`src/inc/pwp_map.svh`:
```
`ifndef PWP_MAP_SVH
`define PWP_MAP_SVH
// register byte offsets on the apb window
`define PWP_OFS_KEY 12'h000
`define PWP_OFS_OSC 12'h004
`define PWP_OFS_POR 12'h008
`define PWP_OFS_CON1 12'h00C
`define PWP_OFS_FLTA 12'h010
`define PWP_OFS_FLTB 12'h014
`define PWP_OFS_TCON 12'h018
`define PWP_OFS_STAT 12'h01C
// field positions
`define PWP_OSC_LOCK_BIT 6
`define PWP_POR_PINMODE_BIT 7
`define PWP_POR_HIGH_SIDE_POLARITY_BIT 6
`define PWP_POR_LOW_SIDE_POLARITY_BIT 5
`define PWP_TCON_EN_BIT 15
// reset values
`define PWP_KEY_RST 16'h0000
`define PWP_REG_RST 16'h0000
// unlock key pair, written back to back
`define PWP_KEY_FIRST 16'hABCD
`define PWP_KEY_SECOND 16'h4321
`endif

```
`src/inc/pwp_pkg.sv`:
```
package pwp_pkg;
   // unlock sequencer states
   typedef enum logic [1:0] {
      PWP_LOCKED,
      PWP_HALF,
      PWP_OPEN
   } pwp_lock_state_t;
endpackage

```
`src/design/pwp_top.sv`:
```
// Notes on behaviour
// [RL1] lock bit set: protected registers ignore writes until the key sequence arrives
// [RL2] lock bit clear: protected registers take writes at any time
// [RL3] sixteen-bit read/write key register, zero after reset
// [RL4] key register exists only when the lock bit is present (parameter)
// [RL5] lock bit is read-only bit 6 of oscillator source config
// [RL6] pin reset mode set: pins tri-stated until time base enable
// [RL7] polarity bits pick active-high or active-low for each output side
// [RL8] bits 5 to 3 of oscillator source config read zero
// [RL9] time base enable is bit 15 of time base control
// [RL10] one unlock grants exactly one protected write, then relocks; here the next write to any register relocks, protected or not
//
// Our own choices: the address map and the APB slave port.
`include "pwp_map.svh"
module pwp_top
   import pwp_pkg::*;
#(
   parameter bit HAS_LOCK = 1'b1,
   parameter int NPAIR = 4
) (
   input wire logic pclk,
   input wire logic presetn,
   input wire logic clk_en,
   input wire logic psel,
   input wire logic penable,
   input wire logic pwrite,
   input wire logic [11:0] paddr,
   input wire logic [31:0] pwdata,
   output logic [31:0] prdata,
   output logic pready,
   output logic pslverr,
   input wire logic [7:0] osc_cfg_pin,
   input wire logic [7:0] por_cfg_pin,
   input wire logic [NPAIR-1:0] pwm_hi_raw,
   input wire logic [NPAIR-1:0] pwm_lo_raw,
   output logic [NPAIR-1:0] pwm_hi_out,
   output logic [NPAIR-1:0] pwm_lo_out,
   output logic [NPAIR-1:0] pwm_hi_oe,
   output logic [NPAIR-1:0] pwm_lo_oe,
   output logic [15:0] pwm_control_one_q,
   output logic [15:0] fault_a_control_q,
   output logic [15:0] fault_b_control_q
);

////////////////////////////////////////////////////////////////////////////////
// configuration straps, synchronised before use
logic [7:0] osc_s1_ff, osc_s2_ff, por_s1_ff, por_s2_ff;
always_ff @(posedge pclk or negedge presetn) begin
   if (!presetn) begin
      osc_s1_ff <= 8'h00;
      osc_s2_ff <= 8'h00;
      por_s1_ff <= 8'h00;
      por_s2_ff <= 8'h00;
   end else if (clk_en) begin
      osc_s1_ff <= osc_cfg_pin;
      osc_s2_ff <= osc_s1_ff;
      por_s1_ff <= por_cfg_pin;
      por_s2_ff <= por_s1_ff;
   end
end

wire write_lock_config = HAS_LOCK & osc_s2_ff[`PWP_OSC_LOCK_BIT]; // RL5
wire pin_reset_mode = por_s2_ff[`PWP_POR_PINMODE_BIT];
wire high_side_polarity = por_s2_ff[`PWP_POR_HIGH_SIDE_POLARITY_BIT];
wire low_side_polarity = por_s2_ff[`PWP_POR_LOW_SIDE_POLARITY_BIT];
// [RL8] bits 5..3 forced to zero on read
wire [7:0] osc_read = {osc_s2_ff[7:6], 3'h0, osc_s2_ff[2:0]}; // RL8

////////////////////////////////////////////////////////////////////////////////
// apb decode; one-wait access, unmapped address answers pslverr
wire acc = psel & penable & ~pready;
wire wr = acc & pwrite;
wire hit_key = HAS_LOCK && (paddr == `PWP_OFS_KEY); // RL4
wire hit_osc = paddr == `PWP_OFS_OSC;
wire hit_por = paddr == `PWP_OFS_POR;
wire hit_con1 = paddr == `PWP_OFS_CON1;
wire hit_flta = paddr == `PWP_OFS_FLTA;
wire hit_fltb = paddr == `PWP_OFS_FLTB;
wire hit_tcon = paddr == `PWP_OFS_TCON;
wire hit_stat = paddr == `PWP_OFS_STAT;
wire mapped = hit_key | hit_osc | hit_por | hit_con1 | hit_flta | hit_fltb
   | hit_tcon | hit_stat;
wire hit_prot = hit_con1 | hit_flta | hit_fltb;

logic [15:0] pwm_unlock_key_ff;
logic [15:0] tcon_ff;
pwp_lock_state_t lock_st_ff;

// protected write allowed when unlocked or when lock bit clear
wire prot_open = ~write_lock_config | (lock_st_ff == PWP_OPEN); // RL1 RL2
wire prot_wr = wr & hit_prot & prot_open;
wire key_wr = wr & hit_key;
wire [15:0] wdata16 = pwdata[15:0];

////////////////////////////////////////////////////////////////////////////////
// unlock sequencer: a wrong word or any other write relocks
pwp_lock_state_t nxt_lock_st;
always_comb begin
   nxt_lock_st = lock_st_ff;
   unique case (lock_st_ff)
      PWP_LOCKED: if (key_wr && wdata16 == `PWP_KEY_FIRST) nxt_lock_st = PWP_HALF;
      PWP_HALF: if (key_wr) begin
         nxt_lock_st = (wdata16 == `PWP_KEY_SECOND) ? PWP_OPEN : PWP_LOCKED;
      end else if (wr) begin
         nxt_lock_st = PWP_LOCKED;
      end
      PWP_OPEN: if (wr) nxt_lock_st = PWP_LOCKED; // RL10
   endcase
end

////////////////////////////////////////////////////////////////////////////////
// register storage
always_ff @(posedge pclk or negedge presetn) begin
   if (!presetn) begin
      pwm_unlock_key_ff <= `PWP_KEY_RST; // RL3
      lock_st_ff <= PWP_LOCKED;
      tcon_ff <= `PWP_REG_RST;
   end else if (clk_en) begin
      lock_st_ff <= nxt_lock_st;
      if (key_wr) pwm_unlock_key_ff <= wdata16; // RL3
      if (wr && hit_tcon) tcon_ff <= wdata16;
   end
end

// protected registers drop writes while locked
always_ff @(posedge pclk or negedge presetn) begin
   if (!presetn) begin
      pwm_control_one_q <= `PWP_REG_RST;
      fault_a_control_q <= `PWP_REG_RST;
      fault_b_control_q <= `PWP_REG_RST;
   end else if (clk_en && prot_wr) begin
      if (hit_con1) pwm_control_one_q <= wdata16; // RL1
      if (hit_flta) fault_a_control_q <= wdata16;
      if (hit_fltb) fault_b_control_q <= wdata16;
   end
end

wire time_base_enable = tcon_ff[`PWP_TCON_EN_BIT]; // RL9

////////////////////////////////////////////////////////////////////////////////
// read mux
logic [31:0] rd_mux;
always_comb begin
   rd_mux = 32'h0000_0000;
   if (hit_key) rd_mux = {16'h0000, pwm_unlock_key_ff};
   if (hit_osc) rd_mux = {24'h00_0000, osc_read};
   if (hit_por) rd_mux = {8'h00, 16'hFFFF, por_s2_ff}; // bits 23..8 read one
   if (hit_con1) rd_mux = {16'h0000, pwm_control_one_q};
   if (hit_flta) rd_mux = {16'h0000, fault_a_control_q};
   if (hit_fltb) rd_mux = {16'h0000, fault_b_control_q};
   if (hit_tcon) rd_mux = {16'h0000, tcon_ff};
   if (hit_stat) rd_mux = {29'h0000_0000, write_lock_config, lock_st_ff};
end

// pready pulses one cycle into the access phase
always_ff @(posedge pclk or negedge presetn) begin
   if (!presetn) begin
      pready <= 1'b0;
      pslverr <= 1'b0;
      prdata <= 32'h0000_0000;
   end else if (clk_en) begin
      pready <= acc;
      pslverr <= acc & ~mapped;
      prdata <= (acc && !pwrite) ? rd_mux : 32'h0000_0000;
   end
end

////////////////////////////////////////////////////////////////////////////////
// output stage: polarity and pin release, one pair per generate step
wire pins_driven = ~pin_reset_mode | time_base_enable; // RL6
genvar gi;
generate
   for (gi = 0; gi < NPAIR; gi++) begin : g_pair
      always_ff @(posedge pclk or negedge presetn) begin
         if (!presetn) begin
            pwm_hi_out[gi] <= 1'b0;
            pwm_lo_out[gi] <= 1'b0;
            pwm_hi_oe[gi] <= 1'b0;
            pwm_lo_oe[gi] <= 1'b0;
         end else if (clk_en) begin
            pwm_hi_out[gi] <= ~(pwm_hi_raw[gi] ^ high_side_polarity); // RL7
            pwm_lo_out[gi] <= ~(pwm_lo_raw[gi] ^ low_side_polarity); // RL7
            pwm_hi_oe[gi] <= pins_driven; // RL6
            pwm_lo_oe[gi] <= pins_driven;
         end
      end
   end
endgenerate

endmodule

```
`config.mk`:
```
export PLATFORM = sky130hd
export DESIGN_NAME = pwp_top
export DESIGN_NICKNAME = d
export VERILOG_FILES = /design/src/inc/pwp_pkg.sv /design/src/design/pwp_top.sv
export VERILOG_INCLUDE_DIRS = /design/src /design/src/inc
export SDC_FILE = /design/constraint.sdc
export NUM_CORES = 1
export LEC_CHECK = 0
export BUFFER_PORTS_ARGS = -buffer_cell sky130_fd_sc_hd__buf_2
export CAP_MARGIN = 20
export CELL_PAD_IN_SITES_DETAIL_PLACEMENT = 1
export CELL_PAD_IN_SITES_GLOBAL_PLACEMENT = 1
export CORE_ASPECT_RATIO = 1.25
export CORE_MARGIN = 2
export CORE_UTILIZATION = 40
export CTS_BUF_LIST = sky130_fd_sc_hd__clkbuf_8 sky130_fd_sc_hd__clkbuf_16
export CTS_CLUSTER_SIZE = 20
export DETAILED_ROUTE_END_ITERATION = 8
export PLACE_DENSITY_LB_ADDON = 0.05
export SLEW_MARGIN = 40
export SYNTH_ARGS = -nofsm -noshare
export SYNTH_HDL_FRONTEND = slang
export SYNTH_SLANG_ARGS = --single-unit
```
`constraint.sdc`:
```
create_clock -name pclk -period 3 [get_ports pclk]
set_clock_uncertainty 0.15 [all_clocks]
set_input_delay 0.45 -clock pclk [delete_from_list [all_inputs] [get_ports pclk]]
set_output_delay 0.45 -clock pclk [all_outputs]
set_load 0.01 [all_outputs]
```
==> impl_metrics.xml <==
<?xml version="1.0" encoding="UTF-8"?>
<metrics>
  <group name="clock_tree">
    <metric name="clock_tree.htree_level_count" unit="">4</metric>
    <metric name="clk_root_buffer_cell" unit="">sky130_fd_sc_hd__clkbuf_16</metric>
    <metric name="cts_sinks" unit="">136</metric>
    <metric name="tritoncts.num_buffers" unit="">17</metric>
    <metric name="path_clk_slew" unit="ns">0.06</metric>
    <metric name="cts_tree" unit="">yes</metric>
    <metric name="clock_path_buffers" unit="">2</metric>
    <metric name="post_cts_buffers" unit="">0</metric>
    <metric name="clock_insertion_delay_worst_skew" unit="ns">0.43</metric>
  </group>
  <group name="min_path">
    <metric name="hold_crit_path_type" unit="">primary input to flip-flop</metric>
  </group>
  <group name="final_layout">
    <metric name="design.final.nets" unit="">737</metric>
    <metric name="antenna-diode-count" unit="">0</metric>
    <metric name="syn_to_final_growth" unit="%">24.7</metric>
    <metric name="most-common-layout-cells" unit="">sky130_fd_sc_hd__buf_2, sky130_fd_sc_hd__dfrtp_1, sky130_fd_sc_hd__mux2_2</metric>
    <metric name="layout.cells.most_common" unit="">sky130_fd_sc_hd__buf_2</metric>
    <metric name="final_layout_size_suffix_gt1_share" unit="%">49.2</metric>
  </group>
  <group name="timing">
    <metric name="tightest_slew" unit="ns">0.710</metric>
    <metric name="final_period_minus_worst_setup_slack" unit="ns">2.30</metric>
    <metric name="finalHoldViolCount" unit="">0</metric>
    <metric name="maxSlewViolCount" unit="">0</metric>
    <metric name="setup_tns" unit="ns">0</metric>
    <metric name="min_period_over_period" unit="%">76.8</metric>
    <metric name="setup_repair_after_global_routing_missed_its_margin" unit="">false</metric>
    <metric name="slew_headroom" unit="%">52.6</metric>
    <metric name="setup_viol_count_final" unit="">0</metric>
    <metric name="fmax" unit="GHz">0.434</metric>
  </group>
  <group name="grt">
    <metric name="grt_pass1_vias" unit="">4957</metric>
    <metric name="global_route.peak_usage_layer" unit="">met2</metric>
    <metric name="met1_track_demand_over_resource_in_global_routing" unit="%">27.1</metric>
    <metric name="grt_start_max_net_pins" unit="">75</metric>
    <metric name="groute.layer.met2.usage" unit="%">37.1</metric>
    <metric name="globalRoute.totalOverflow" unit="">0</metric>
    <metric name="global_route.usage.met3" unit="%">6.10</metric>
    <metric name="number_of_antenna_violations_at_the_first_check_in_global_routing" unit="">1</metric>
    <metric name="grt_first_pass_wirelength" unit="microns">27800</metric>
    <metric name="grt.total_usage" unit="%">22.0</metric>
  </group>
  <group name="power_and_ir_drop">
    <metric name="max-vdd-ir-drop" unit="V">0.000325</metric>
    <metric name="sw_frac_of_total" unit="%">23.4</metric>
    <metric name="intPower" unit="mW">3.47</metric>
    <metric name="pwr-share-seq" unit="%">43.8</metric>
    <metric name="share_clk_of_total_power" unit="%">46.5</metric>
    <metric name="post-layout-total-power" unit="mW">4.53</metric>
    <metric name="switchingPower" unit="mW">1.06</metric>
    <metric name="p_comb_share" unit="%">9.7</metric>
    <metric name="cellPowerDensity" unit="nW/um^2">570</metric>
    <metric name="static-leakage-power" unit="nW">4.02</metric>
  </group>
  <group name="logic_synthesis">
    <metric name="synth_edf_count" unit="">0</metric>
    <metric name="synth.largest_area_cell" unit="">sky130_fd_sc_hd__dfrtp_1</metric>
    <metric name="yosysSeqAreaShare" unit="%">53.4</metric>
    <metric name="register_bit_total_from_synthesis" unit="">136</metric>
    <metric name="synth.yosys.warnings" unit="">0</metric>
    <metric name="ys_dominant_reg_cell" unit="">sky130_fd_sc_hd__dfrtp_1</metric>
    <metric name="post_synth.cell_area_avg" unit="sq um">12.4</metric>
    <metric name="synth.distinct_cells" unit="">51</metric>
    <metric name="postSynthCellCount" unit="">514</metric>
    <metric name="synth.top_cell.area_share" unit="%">53.4</metric>
    <metric name="synth-async-reset-ratio" unit="%">100</metric>
    <metric name="synth_area_leaders" unit="">sky130_fd_sc_hd__dfrtp_1, sky130_fd_sc_hd__mux2_2, sky130_fd_sc_hd__o21ai_0</metric>
    <metric name="synth.cell_area" unit="sq um">6370</metric>
  </group>
  <group name="setup_path">
    <metric name="cp-end-kind" unit="">flip-flop</metric>
    <metric name="crit_required" unit="ns">3.16</metric>
    <metric name="crit_fanout" unit="">12</metric>
    <metric name="worst_ep_arrival_time" unit="ns">2.46</metric>
    <metric name="timing.setup.critical_path_class" unit="">flip-flop to flip-flop</metric>
    <metric name="kind_of_start_point_of_the_critical_path" unit="">flip-flop</metric>
  </group>
  <group name="die">
    <metric name="floorplan.die.width" unit="microns">117</metric>
    <metric name="core_area" unit="sq um">15600</metric>
    <metric name="placementRows" unit="">51</metric>
    <metric name="ios" unit="">172</metric>
    <metric name="floorplan.initialDensity" unit="%">40.9</metric>
    <metric name="die-area" unit="sq um">17000</metric>
    <metric name="dieHeight" unit="microns">145</metric>
  </group>
  <group name="detailed_routing">
    <metric name="avgViaCountPerCell" unit="">5.22</metric>
    <metric name="detailedRoute.firstPassIterationCount" unit="">4</metric>
    <metric name="drc_errors" unit="">0</metric>
    <metric name="antenna_violating_nets_post_route" unit="">0</metric>
    <metric name="vias" unit="">4613</metric>
    <metric name="routed_wirelength" unit="microns">17600</metric>
    <metric name="wl_per_cell" unit="microns">19.9</metric>
    <metric name="drt_iter0_drc" unit="">181</metric>
  </group>
  <group name="placed_design">
    <metric name="detailed_place_hpwl" unit="microns">12600</metric>
    <metric name="gp_routability_congestion" unit="">0.768</metric>
    <metric name="buffer_ports.inserted" unit="">144</metric>
  </group>
  <group name="job">
    <metric name="cap_violations" unit="">0</metric>
  </group>
  <group name="outcome">
    <metric name="run_status" unit="">finished, final reports clean</metric>
  </group>
</metrics>
[per-layer routing]
layer	routed length, microns	share of wire (%)
met3	917	5.2
met1	7490	43
met4	306	1.7
met2	8840	50
met5	0	0
[repair_timing]
action | in CTS | in global routing
hold buffers | 1 | 0
hold endpoints to repair | 71 | 0
resized for setup | 0 | 0
[cells in the mapped netlist (3+ instances only)]
| cell | n |
|---|---|
| sky130_fd_sc_hd__buf_2 | 7 |
| sky130_fd_sc_hd__a2bb2oi_1 | 7 |
| sky130_fd_sc_hd__o21ai_0 | 38 |
| sky130_fd_sc_hd__ha_1 | 3 |
| sky130_fd_sc_hd__nor2_1 | 26 |
| sky130_fd_sc_hd__mux2i_1 | 7 |
| sky130_fd_sc_hd__xnor2_1 | 8 |
| sky130_fd_sc_hd__mux2_2 | 121 |
| sky130_fd_sc_hd__a31oi_1 | 4 |
| sky130_fd_sc_hd__a22oi_1 | 10 |
| sky130_fd_sc_hd__dfrtp_1 | 136 |
| sky130_fd_sc_hd__nor3_1 | 4 |
| sky130_fd_sc_hd__o311ai_0 | 3 |
| sky130_fd_sc_hd__nor2b_1 | 6 |
| sky130_fd_sc_hd__clkbuf_1 | 17 |
| sky130_fd_sc_hd__inv_1 | 7 |
| sky130_fd_sc_hd__nor4_1 | 4 |
| sky130_fd_sc_hd__a221o_1 | 3 |
| sky130_fd_sc_hd__nand4_1 | 3 |
| sky130_fd_sc_hd__o2bb2ai_1 | 5 |
| sky130_fd_sc_hd__a21oi_1 | 3 |
| sky130_fd_sc_hd__buf_1 | 4 |
| sky130_fd_sc_hd__buf_4 | 22 |
| sky130_fd_sc_hd__nand2b_1 | 3 |
| sky130_fd_sc_hd__o22ai_1 | 5 |
| sky130_fd_sc_hd__nand2_1 | 26 |
[cell families (layout without fill, tap and decap cells)]
family / Yosys count / after routing / share of synthesized area, %
muxes: 129 / 129 / 22.8
xor gates and xnor gates: 8 / 8 / 1.10
other: 1 / 8 / 0.0589
buffers and inverters: 59 / 209 / 5.03
DFF: 136 / 136 / 53.4
adders and majority gates: 3 / 3 / 0.589
and+or+nand+nor: 91 / 91 / 7.94
AOI/OAI and AO/OA: 87 / 87 / 9.02
[critical path: stages, from the launching register on]
cell                      delay, ns
sky130_fd_sc_hd__dfrtp_1       0.42
sky130_fd_sc_hd__inv_1         0.10
sky130_fd_sc_hd__ha_1          0.18
sky130_fd_sc_hd__nor2b_1       0.09
sky130_fd_sc_hd__nor3_1        0.43
sky130_fd_sc_hd__nand3_2       0.30
sky130_fd_sc_hd__buf_12        0.24
sky130_fd_sc_hd__mux2_2        0.28
[sequential cells by signal (all words and copies together) (netlist names), 2 cells and up]
register,flops
pwm_unlock_key_ff,16
pwm_hi_out,4
osc_s1_ff,5
por_s2_ff,8
pwm_lo_out,4
tcon_ff,16
prdata,17
osc_s2_ff,5
fault_a_control_q,16
pwm_control_one_q,16
por_s1_ff,8
fault_b_control_q,16
lock_st_ff,2
[power groups by stage]
stage	sequential, mW	combinational, mW	clock [mW]
final	1.98	0.441	2.11
after global placement	2.01	0.432	0
after global routing	2.00	0.490	2.24
after detailed placement	2.02	0.447	0
after CTS	1.98	0.449	2.16
after floorplan	2.00	0.266	0
[final timing paths]
check | start | end | slack (ns) | cells after the start
worst max-delay path | lock_st_ff[0] | pwm_control_one_q[13] | 0.70 | 7
worst min-delay path | por_cfg_pin[0] | por_s1_ff[0] | 0.1 | 2
worst max register to register | lock_st_ff[0] | pwm_control_one_q[13] | 0.70 | 7
worst min register to register | pslverr | pslverr | 0.35 | 1
max in group asynchronous | presetn | tcon_ff[4] | 1.52 | 3
min in group asynchronous | presetn | fault_a_control_q[15] | 0.48 | 2
[final cells by class]
| cell class | instances | area, sq um |
|---|---|---|
| fill | 1733 | 7630 |
| sequential | 136 | 3400 |
| multi-input combinational | 326 | 2680 |
| timing repair buffer | 171 | 970 |
| clock buffer | 20 | 467 |
| tap | 212 | 265 |
| clock inverter | 10 | 130 |
| inverter | 8 | 30.0 |
[per-stage QoR]
stage | cells | utilization, % | hold WS (ns) | instance area [sq um] | setup slack, ns
floorplan | 521 | - | 0.00441 | 6400 | 0.465
global placement | 852 | 47.1 | 0.330 | 7340 | 0.370
detailed placement | 852 | 47.1 | 0.339 | 7340 | 0.325
CTS | 883 | 51.0 | 0.0849 | 7940 | 0.642
global route | 883 | 51.0 | 0.0918 | 7940 | 0.568
finish | 883 | 51.0 | 0.0999 | 7940 | 0.696
Note: power is estimated with default switching activity, not from simulation.
